$ cat config.mk
export PLATFORM = sky130hd
export DESIGN_NAME = radio_status_register_bank
export DESIGN_NICKNAME = d
export VERILOG_FILES = /design/src/logic/status_bank_pkg.sv /design/src/logic/level_sync.sv /design/src/logic/crc_flag.sv /design/src/logic/radio_status_register_bank.sv
export VERILOG_INCLUDE_DIRS = /design/src /design/src/logic
export SDC_FILE = /design/constraint.sdc
export NUM_CORES = 1
export LEC_CHECK = 0
export ABC_AREA = 1
export BUFFER_PORTS_ARGS = -buffer_cell sky130_fd_sc_hd__buf_2
export CORE_MARGIN = 4
export CORE_UTILIZATION = 30
export CTS_BUF_LIST = sky130_fd_sc_hd__clkbuf_16
export DETAILED_ROUTE_END_ITERATION = 10
export PLACE_DENSITY = 0.72
export REMOVE_ABC_BUFFERS = 1
export SYNTH_ARGS = -nofsm -noshare
export SYNTH_HDL_FRONTEND = slang
export SYNTH_HIERARCHICAL = 1
export SYNTH_SLANG_ARGS = --single-unit
$ cat constraint.sdc
create_clock -name clock -period 1 [get_ports clock]
set_input_delay 0.3 -clock clock [delete_from_list [all_inputs] [get_ports clock]]
set_output_delay 0.3 -clock clock [all_outputs]
set_load 0.02 [all_outputs]
$ cat src/logic/status_bank_regs.svh
// Register offsets, field positions and bus constants for the radio status bank.
`ifndef STATUS_BANK_REGS_SVH
`define STATUS_BANK_REGS_SVH

`define ADDR_W                 6
`define OFF_WAKE_TIMER_HIGH    6'h36
`define OFF_WAKE_TIMER_LOW     6'h37
`define OFF_PACKET_STATUS      6'h38
`define OFF_PLL_CAL_SETTING    6'h39
`define OFF_TX_QUEUE_LEVEL     6'h3A
`define OFF_RX_QUEUE_LEVEL     6'h3B
`define OFF_RC_CAL_HIGH        6'h3C
`define OFF_RC_CAL_LOW         6'h3D

`define BIT_CRC_OK             7
`define BIT_CARRIER_SENSE      6
`define BIT_PREAMBLE_QUALITY   5
`define BIT_CHANNEL_CLEAR      4
`define BIT_SYNC_FOUND         3
`define BIT_PIN2_LEVEL         2
`define BIT_PKT_RESERVED       1
`define BIT_PIN0_LEVEL         0
`define BIT_QUEUE_FLAG         7

`define QUEUE_COUNT_W          7
`define RC_RESULT_W            7
`define BYTE_ZERO              8'h00
`define WORD_ZERO              16'h0000
`define SYNC_ZERO              2'h0

`endif

$ cat src/logic/status_bank_pkg.sv
// Types shared by the radio status bank modules.
package status_bank_pkg;

	typedef logic [7:0] byte_t;
	typedef logic [15:0] word_t;

	typedef enum logic [0:0]
	{
		CRC_CLEAR,
		CRC_MATCHED
	} crc_state_t;

endpackage

$ cat src/logic/level_sync.sv
// Two-flop synchroniser for a vector of asynchronous levels.
`timescale 1ns/1ns
`include "status_bank_regs.svh"

module level_sync
#(
	parameter int WIDTH = 1
)
(
	// Clock and reset.
	input  wire logic             clock,
	input  wire logic             rst_n,
	// Levels.
	input  wire logic [WIDTH-1:0] async_in,
	output logic      [WIDTH-1:0] sync_out
);

	logic [WIDTH-1:0] meta_q;

	genvar i;
	generate
		for (i = 0; i < WIDTH; i++)
		begin : g_bit
			always_ff @(posedge clock or negedge rst_n)
			begin
				if (!rst_n)
				begin
					meta_q[i]   <= 1'b0;
					sync_out[i] <= 1'b0;
				end
				else
				begin
					meta_q[i]   <= async_in[i];
					sync_out[i] <= meta_q[i];
				end
			end
		end
	endgenerate

endmodule

$ cat src/logic/crc_flag.sv
// Sticky CRC-match flag, cleared when receive mode starts or restarts unless a check finishes in that cycle.
`timescale 1ns/1ns
`include "status_bank_regs.svh"

module crc_flag
	import status_bank_pkg::*;
(
	// Clock and reset.
	input  wire logic clock,
	input  wire logic rst_n,
	// Events from the packet engine.
	input  wire logic crc_check_done,
	input  wire logic crc_check_match,
	input  wire logic rx_mode_enter,
	// Flag.
	output logic      crc_ok
);

	crc_state_t state_q;
	crc_state_t state_d;

	// A check finishing in the same cycle as a receive restart wins, so the
	// result of that packet is not lost.
	always_comb
	begin
		state_d = state_q;
		if (rx_mode_enter)
			state_d = CRC_CLEAR;
		if (crc_check_done)
			state_d = crc_check_match ? CRC_MATCHED : CRC_CLEAR;
	end

	always_ff @(posedge clock or negedge rst_n)
	begin
		if (!rst_n)
			state_q <= CRC_CLEAR;
		else
			state_q <= state_d;
	end

	assign crc_ok = (state_q == CRC_MATCHED);

endmodule

$ cat src/logic/radio_status_register_bank.sv
// Read-only status register bank of the sub-GHz radio, read by the host.
//
// Overview of operation
// - Wake timer exposed as high, low bytes.
// - CRC match bit, cleared on receive entry unless a check finishes in that cycle.
// - Live carrier, preamble, clear, sync flags.
// - Pin 2 level read before inversion.
// - Pin 0 level read before inversion.
// - Transmit count in 6:0, underrun bit 7.
// - Receive count low bits, overrun bit 7.
// - RC calibration results, bit 7 zero.
// - PLL calibration setting readable for test.
`timescale 1ns/1ns
`include "status_bank_regs.svh"

module radio_status_register_bank
	import status_bank_pkg::*;
(
	// Clock and reset.
	input  wire logic                      clock,
	input  wire logic                      rst_n,
	// Register port.
	input  wire logic [`ADDR_W-1:0]        reg_addr,
	input  wire logic [7:0]                reg_wdata,
	input  wire logic                      reg_write,
	input  wire logic                      reg_read,
	output byte_t                          reg_rdata,
	// Wake-up timer, same clock.
	input  wire logic [15:0]               wake_timer_value,
	// Packet engine, same clock.
	input  wire logic                      crc_check_done,
	input  wire logic                      crc_check_match,
	input  wire logic                      rx_mode_enter,
	input  wire logic                      carrier_sense,
	input  wire logic                      preamble_quality_flag,
	input  wire logic                      channel_clear_flag,
	input  wire logic                      sync_found_flag,
	// General output pins, before inversion, asynchronous to clock.
	input  wire logic                      general_out_pin_2,
	input  wire logic                      general_out_pin_0,
	// PLL calibration, same clock.
	input  wire logic [7:0]                pll_cal_setting,
	// Queues, same clock.
	input  wire logic [`QUEUE_COUNT_W-1:0] tx_queue_count,
	input  wire logic                      tx_queue_underrun,
	input  wire logic [`QUEUE_COUNT_W-1:0] rx_queue_count,
	input  wire logic                      rx_queue_overrun,
	// RC oscillator calibration, same clock.
	input  wire logic [`RC_RESULT_W-1:0]   rc_cal_result_high,
	input  wire logic [`RC_RESULT_W-1:0]   rc_cal_result_low
);

	logic        crc_ok;
	logic [1:0]  pin_level;
	byte_t       packet_status_flags;
	byte_t       tx_queue_level;
	byte_t       rx_queue_level;
	byte_t       rc_high_byte;
	byte_t       rc_low_byte;
	byte_t       read_value;
	word_t       wake_timer_live;
	byte_t       reg_rdata_d;

	crc_flag u_crc_flag
	(
		.clock           (clock),
		.rst_n           (rst_n),
		.crc_check_done  (crc_check_done),
		.crc_check_match (crc_check_match),
		.rx_mode_enter   (rx_mode_enter),
		.crc_ok          (crc_ok)
	);

	// The pins are taken before the output inverter, so the programmed
	// inversion never shows here. The pin can toggle on its own timing, hence
	// the synchroniser. A lock-indication selection is not reliable through
	// this path; the host is expected not to poll lock this way.
	level_sync
	#(
		.WIDTH (2)
	)
	u_pin_sync
	(
		.clock    (clock),
		.rst_n    (rst_n),
		.async_in ({general_out_pin_2, general_out_pin_0}),
		.sync_out (pin_level)
	);

	assign wake_timer_live = wake_timer_value;

	assign packet_status_flags = {
		crc_ok,
		carrier_sense,
		preamble_quality_flag,
		channel_clear_flag,
		sync_found_flag,
		pin_level[1],
		1'b0,
		pin_level[0]
	};

	assign tx_queue_level = {tx_queue_underrun, tx_queue_count};
	assign rx_queue_level = {rx_queue_overrun, rx_queue_count};
	assign rc_high_byte   = {1'b0, rc_cal_result_high};
	assign rc_low_byte    = {1'b0, rc_cal_result_low};

	function automatic byte_t decode_read
	(
		input logic [`ADDR_W-1:0] addr
	);
		byte_t value;
		value = `BYTE_ZERO;
		unique case (addr)
			`OFF_WAKE_TIMER_HIGH: value = wake_timer_live[15:8];
			`OFF_WAKE_TIMER_LOW:  value = wake_timer_live[7:0];
			`OFF_PACKET_STATUS:   value = packet_status_flags;
			`OFF_PLL_CAL_SETTING: value = pll_cal_setting;
			`OFF_TX_QUEUE_LEVEL:  value = tx_queue_level;
			`OFF_RX_QUEUE_LEVEL:  value = rx_queue_level;
			`OFF_RC_CAL_HIGH:     value = rc_high_byte;
			`OFF_RC_CAL_LOW:      value = rc_low_byte;
			default:              value = `BYTE_ZERO;
		endcase
		return value;
	endfunction

	assign read_value = decode_read(reg_addr);

	// Writes and write data are deliberately unused: every register here is
	// read-only and a read has no side effect.
	assign reg_rdata_d = reg_read ? read_value : `BYTE_ZERO;

	always_ff @(posedge clock or negedge rst_n)
	begin
		if (!rst_n)
			reg_rdata <= `BYTE_ZERO;
		else
			reg_rdata <= reg_rdata_d;
	end

endmodule

==> results of run 1 <==
-- metal layers --
metal  vias to the layer above  part of all wire, %  global-route usage (%)
met5                         -                    0                       0
met1                       646                   40                    21.9
li1                        718                    -                       -
met2                        82                   47                    27.9
met3                         6                   11                    3.16
met4                         0                  1.4                    5.32
-- cell type report --
| cell class | count | area, um^2 |
|---|---|---|
| clock buffer | 3 | 75.1 |
| clock inverter | 1 | 3.75 |
| fill | 353 | 1510 |
| inverter | 9 | 33.8 |
| multi-input combinational | 131 | 732 |
| sequential | 13 | 325 |
| tap | 46 | 57.6 |
| timing repair buffer | 93 | 631 |
-- worst min-delay path by stage --
| stage | from | end | slack (ns) | cells after the start |
|---|---|---|---|---|
| 2_1_floorplan | rst_n | reg_rdata[0]$_DFF_PN0_ | 0.004 | 0 |
| 3_3_place_gp | rst_n | reg_rdata[7]$_DFF_PN0_ | 0.21 | 1 |
| 3_5_place_dp | rst_n | reg_rdata[7]$_DFF_PN0_ | 0.21 | 1 |
| 4_1_cts | general_out_pin_2 | u_pin_sync/meta_q[1]$_DFF_PN0_ | 0.17 | 1 |
| 5_1_grt | general_out_pin_2 | u_pin_sync/meta_q[1]$_DFF_PN0_ | 0.16 | 1 |
| 6_report | general_out_pin_2 | u_pin_sync/meta_q[1]$_DFF_PN0_ | 0.17 | 1 |
-- cell families (layout without fill, tap and decap cells) --
| family | after synthesis | in the layout | share of synthesized area [%] |
|---|---|---|---|
| buffers and inverters | 16 | 106 | 8.89 |
| flip-flops | 13 | 13 | 30.8 |
| AO/OA/AOI/OAI | 8 | 8 | 3.79 |
| AND/OR/NAND/NOR | 123 | 123 | 56.5 |
-- cells in the final DEF (no fill, tap or decap) --
master         Yosys  layout
buf_2              0      66
nand3_1           59      46
nand2_1           38      32
nor2_1            17      15
nand3_2            1      14
dfrtp_1           13      13
buf_6              2      12
a21oi_1            8       8
buf_4              5       8
inv_2              3       6
nor2_4             6       6
nand2_2            0       4
inv_1              6       4
clkbuf_16          0       4
nand2_4            1       3
nor2_2             1       3
clkbuf_4           0       2
buf_12             0       2
dlygate4sd3_1      0       1
buf_8              0       1
-- report_power, final --
part	internal (W)	switching, W	total (W)
clock	0.000527	0.000213	0.000740
combinational	0.000193	0.000202	0.000395
sequential	0.000546	0.00000824	0.000555
-- stage by stage --
step / setup TNS [ns] / util, % / cell area, um^2
after global routing: -0.976 / 55.2 / 1860
after CTS: -0.360 / 50.7 / 1710
after detailed placement: -2.21 / 46.1 / 1550
final: -0.312 / 55.2 / 1860
after floorplan: -0.920 / - / 996
after global placement: -1.94 / 46.1 / 1550
-- registers in the layout, indices dropped and copies added, names as in the netlist --
name and cells:
reg_rdata 8, u_pin_sync/meta_q 2, u_pin_sync/sync_out 2, u_crc_flag/crc_ok 1
-- repair_timing --
action,CTS,global route
pin swaps,1,22
hold buffers,1,0
gates cloned,0,1
endpoints found under the hold margin,13,0
setup endpoints to repair,16,16
setup buffers,2,0
resized for setup,17,35
==> metrics.md, run 1 <==
| Metric | Value |
|---|---|
| Status | finished with violations |
| Failing checks | negative setup slack |
| Dpl hpwl | 2860 um |
| Final Cycle Share | 106% |
| Starting DRT DRC Count | 76 |
| Initial antenna violation count | 0 |
| Pre-CTS setup slack | -0.301 ns |
| Layout Cells excl Fill | 296 |
| PortBufs | 79 |
| Crit-path leading delay family | flip-flops |
| Setup Crit Path Kind | reg2out |
| Yosys warns | 6 |
| Minimum clock period | 1.06 ns |
| Post-synthesis cell count | 160 |
| Layout cells sized above 1 | 52.4% |
| Synth cell types | 13 |
| Layout area overhead | 75.9% |
| Crit Path Max Fanout | 1 |
| CTS root buf | clkbuf_16 |
| Critical path depth | 1 |
| Final GP Congestion | 0.730 |
| Worst hold path type | in2reg |
| First-pass GRT wire length | 5710 um |
| Critical Path Start | reg_rdata[0]$_DFF_PN0_ |
| Worst r2r src | u_pin_sync/sync_out[0]$_DFF_PN0_ |
| Routed wire length | 3830 um |
| Vias | 1452 |
| Number of buffers created by CTS | 3 |
| Max-cap viol count | 0 |
| Clock slew at reported path FFs | 0.05 ns |
| Cell taking the most area after synthesis | dfrtp_1 |
| Largest net degree at the start of global routing | 17 |
| Sink Count | 13 |
| DRT antenna net count | 0 |
| DR vias/cell | 4.91 |
| Share of the synthesized area in the top cell type | 30.8% |
| Antenna Cells | 0 |
| R2r setup slk | 0.24 ns |
| Slowest stage delay, CP | 0.38 ns |
| Clk_lat worst skew | 0.24 ns |
| Most numerous cell in the Yosys netlist | nand3_1 |
| Buf/Inv on CP | 1 |
| Cells after DPL | 288 |
| Ys async rst share | 100% |
| Die H | 67.3 um |
| Startpoint types | register |
| Post-synth top flop | dfrtp_1 |
| Worst slew margin | 78.5% |
| Post-synth EDFFs | 0 |
| Die ar. | 4530 um^2 |
| GRT Residual Overflow | 0 |
| Core ar. | 3360 um^2 |
| Slowest cell on crit path | dfrtp_1 |
| Worst reg2reg path depth | 4 |
| Synth top cells by count | 59 x nand3_1, 38 x nand2_1, 17 x nor2_1 |
| RSZ-0062 raised after global routing | yes |
| FP Rows | 21 |
| CP Cell Sequence | buf_6 |
| Worst slew pin tran | 0.323 ns |
| # IOs | 89 |
| # DRC | 0 |
| CTS H-Tree Depth | 1 |
| Final worst slack | -0.0590 ns |
| Wire length per cell | 13.0 um |
| Clk buf depth | 2 |
| Worst hold slack | 0.167 ns |
| CP Capture Point | reg_rdata[0] |
| Vias in the first global route | 1282 |
| PD cells | 909 nW/um^2 |
| Leakage | 1.00 nW |
| First drt pass iteration count | 4 |
| Crit end category | primary output |
| Global router's overall resource usage | 16.8% |
| Max Slew Vio Count | 0 |
| Register area share after synthesis | 30.8% |
| Total Power | 0.00169 W |
| Final setup viols | 8 |
| Initial Util | 31.4% |
| Synth top area cells | dfrtp_1 31%, nand3_1 28%, nand2_1 14% |
| Critical Path AT | 0.76 ns |
| Fin nets | 332 |
| Die X | 67.3 um |
| Synth Register Bits | 13 |
| Crit path required time | 0.70 ns |
| Fin. Hold Viols | 0 |
| FMAX | 944 MHz |
| RR Endpoint | reg_rdata[0]$_DFF_PN0_ |
| Syn Std Cell Area | 1060 um^2 |
| Peak supply drop | 0.000475 V |
| TritonCTS clock tree | done |
| Synthesized area per cell | 6.60 um^2 |
| Setup Skew | 0.00312 ns |
Power figures use the tool's default switching activity.
==> run 2: changes to the inputs <==
--- a/config.mk
+++ b/config.mk
@@ -12,8 +12,10 @@
 export CORE_UTILIZATION = 30
 export CTS_BUF_LIST = sky130_fd_sc_hd__clkbuf_16
 export DETAILED_ROUTE_END_ITERATION = 10
+export GPL_TIMING_DRIVEN = 0
 export PLACE_DENSITY = 0.72
 export REMOVE_ABC_BUFFERS = 1
+export SKIP_LAST_GASP = 1
 export SYNTH_ARGS = -nofsm -noshare
 export SYNTH_HDL_FRONTEND = slang
 export SYNTH_HIERARCHICAL = 1
==> run 2 against run 1 <==
  * The run still ends with negative setup slack left
  * Count of clock-buffer cells in the layout stayed put
  * Cell count is 1.4% higher
  * Fmax is 1.3% higher
  * Die area stayed put
  * Sequential cell count stayed put
  * Cell area is 8.8% higher
  * Wire length is 16% higher
==> metrics.md, run 2 (synthesis gave the netlist of run 1 again) <==
| Metric | Value |
|---|---|
| Number of buffers created by CTS | 3 |
| Core ar. | 3360 um^2 |
| Layout area overhead | 91.5% |
| DR vias/cell | 4.99 |
| # DRC | 0 |
| Worst hold path type | in2reg |
| PortBufs | 79 |
| First drt pass iteration count | 4 |
| Clock slew at reported path FFs | 0.05 ns |
| Initial antenna violation count | 0 |
| Worst slew pin tran | 0.309 ns |
| Setup Crit Path Kind | reg2out |
| Crit Path Max Fanout | 1 |
| RSZ-0062 raised after global routing | yes |
| Sink Count | 13 |
| Largest regs | reg_rdata x8, u_pin_sync/meta_q x2, u_pin_sync/sync_out x2 |
| Antenna Cells | 0 |
| CTS H-Tree Depth | 1 |
| Status | finished with violations |
| CP Cell Sequence | buf_6 |
| Layout cells sized above 1 | 54.7% |
| Largest net degree at the start of global routing | 17 |
| Leakage | 1.04 nW |
| Failing checks | negative setup slack |
| Initial Util | 31.4% |
| Setup Skew | 0.00368 ns |
| Slowest stage delay, CP | 0.37 ns |
| Worst slew margin | 79.4% |
| FP Rows | 21 |
| Routed wire length | 4430 um |
| Vias | 1497 |
| Max reg flops | 8 |
| Largest reg by FF count | reg_rdata |
| Worst hold slack | 0.167 ns |
| Crit end category | primary output |
| Critical Path AT | 0.75 ns |
| Die ar. | 4530 um^2 |
| Leading cell type in the layout, fill and taps excluded | buf_2 |
| Peak supply drop | 0.000516 V |
| PD cells | 873 nW/um^2 |
| Starting DRT DRC Count | 106 |
| Minimum clock period | 1.05 ns |
| Vias in the first global route | 1322 |
| Final setup viols | 13 |
| First-pass GRT wire length | 5800 um |
| Fin nets | 336 |
| FMAX | 957 MHz |
| Dpl hpwl | 2690 um |
| Wire length per cell | 14.8 um |
| Final GP Congestion | 0.686 |
| Fin. Hold Viols | 0 |
| Clk buf depth | 2 |
| TritonCTS clock tree | done |
| Startpoint types | register |
| Crit path required time | 0.70 ns |
| Crit-path leading delay family | flip-flops |
| Final worst slack | -0.0451 ns |
| Die H | 67.3 um |
| Core Util, Final | 60.1% |
| Max Slew Vio Count | 0 |
| Buf/Inv on CP | 1 |
| Commonest cells after routing, fill and taps aside | 65 x buf_2, 44 x nand3_1, 32 x nand2_1, 17 x buf_6 |
| Die X | 67.3 um |
| CTS root buf | clkbuf_16 |
| Global router's overall resource usage | 17.2% |
| Clk_lat worst skew | 0.24 ns |
| DRT antenna net count | 0 |
| Slowest cell on crit path | dfrtp_1 |
| # IOs | 89 |
| Max-cap viol count | 0 |
| Final Cycle Share | 105% |
| GRT Residual Overflow | 0 |
-- run 2: metrics by stage --
stage / area (um^2) / instances / setup WS, ns / setup TNS, ns / total power [W]
2_1_floorplan: 996 / 153 / -0.121 / -0.920 / 0.000667
3_3_place_gp: 1450 / 278 / -0.480 / -3.64 / 0.000861
3_5_place_dp: 1450 / 278 / -0.486 / -3.69 / 0.000864
4_1_cts: 1740 / 297 / -0.0542 / -0.353 / 0.00168
5_1_grt: 2020 / 300 / -0.0857 / -0.881 / 0.00186
6_report: 2020 / 300 / -0.0451 / -0.410 / 0.00176
-- run 2: final timing paths --
check | startpoint | endpoint | slack (ns) | depth (start not counted)
setup / recovery | reg_rdata[7]$_DFF_PN0_ | reg_rdata[7] | -0.05 | 1
hold / removal | general_out_pin_2 | u_pin_sync/meta_q[1]$_DFF_PN0_ | 0.17 | 1
setup reg to reg | u_pin_sync/sync_out[1]$_DFF_PN0_ | reg_rdata[2]$_DFF_PN0_ | 0.23 | 4
hold reg to reg | u_pin_sync/meta_q[1]$_DFF_PN0_ | u_pin_sync/sync_out[1]$_DFF_PN0_ | 0.34 | 0
max in group asynchronous | rst_n | u_pin_sync/sync_out[0]$_DFF_PN0_ | 0.28 | 2
min in group asynchronous | rst_n | reg_rdata[2]$_DFF_PN0_ | 0.49 | 2
-- run 2: final cells by class --
class                   instances  area [um^2]
clock buffers                   3         75.1
clock inverters                 1         3.75
fillers                       332         1340
inverters                       9         41.3
multi-input cells             132          802
flip-flops and latches         13          325
well taps                      46         57.6
repair buffers                 96          717
-- run 2: timing repair --
action | in CTS | in global routing
endpoints found under the hold margin | 13 | 0
setup buffers | 13 | 1
setup endpoints to repair | 16 | 16
cloned | 1 | 2
resized for setup | 22 | 56
pin swaps | 8 | 28
hold buffers | 1 | 0
-- run 2: routing by layer --
| layer | GRT usage, % | wire (um) | vias to the layer above |
|---|---|---|---|
| met5 | 0 | 0 | - |
| met4 | 5.32 | 40 | 0 |
| met3 | 3.16 | 401 | 4 |
| met2 | 30.1 | 2210 | 87 |
| met1 | 21.4 | 1780 | 681 |
| li1 | - | - | 725 |
-- run 2: report_power, final --
group / leakage (nW) / switching [W] / internal [W]
sequential: 0.170 / 0.00000845 / 0.000546
combinational: 0.825 / 0.000239 / 0.000232
clock: 0.0423 / 0.000213 / 0.000527
total: 1.04 / 0.000460 / 0.00130
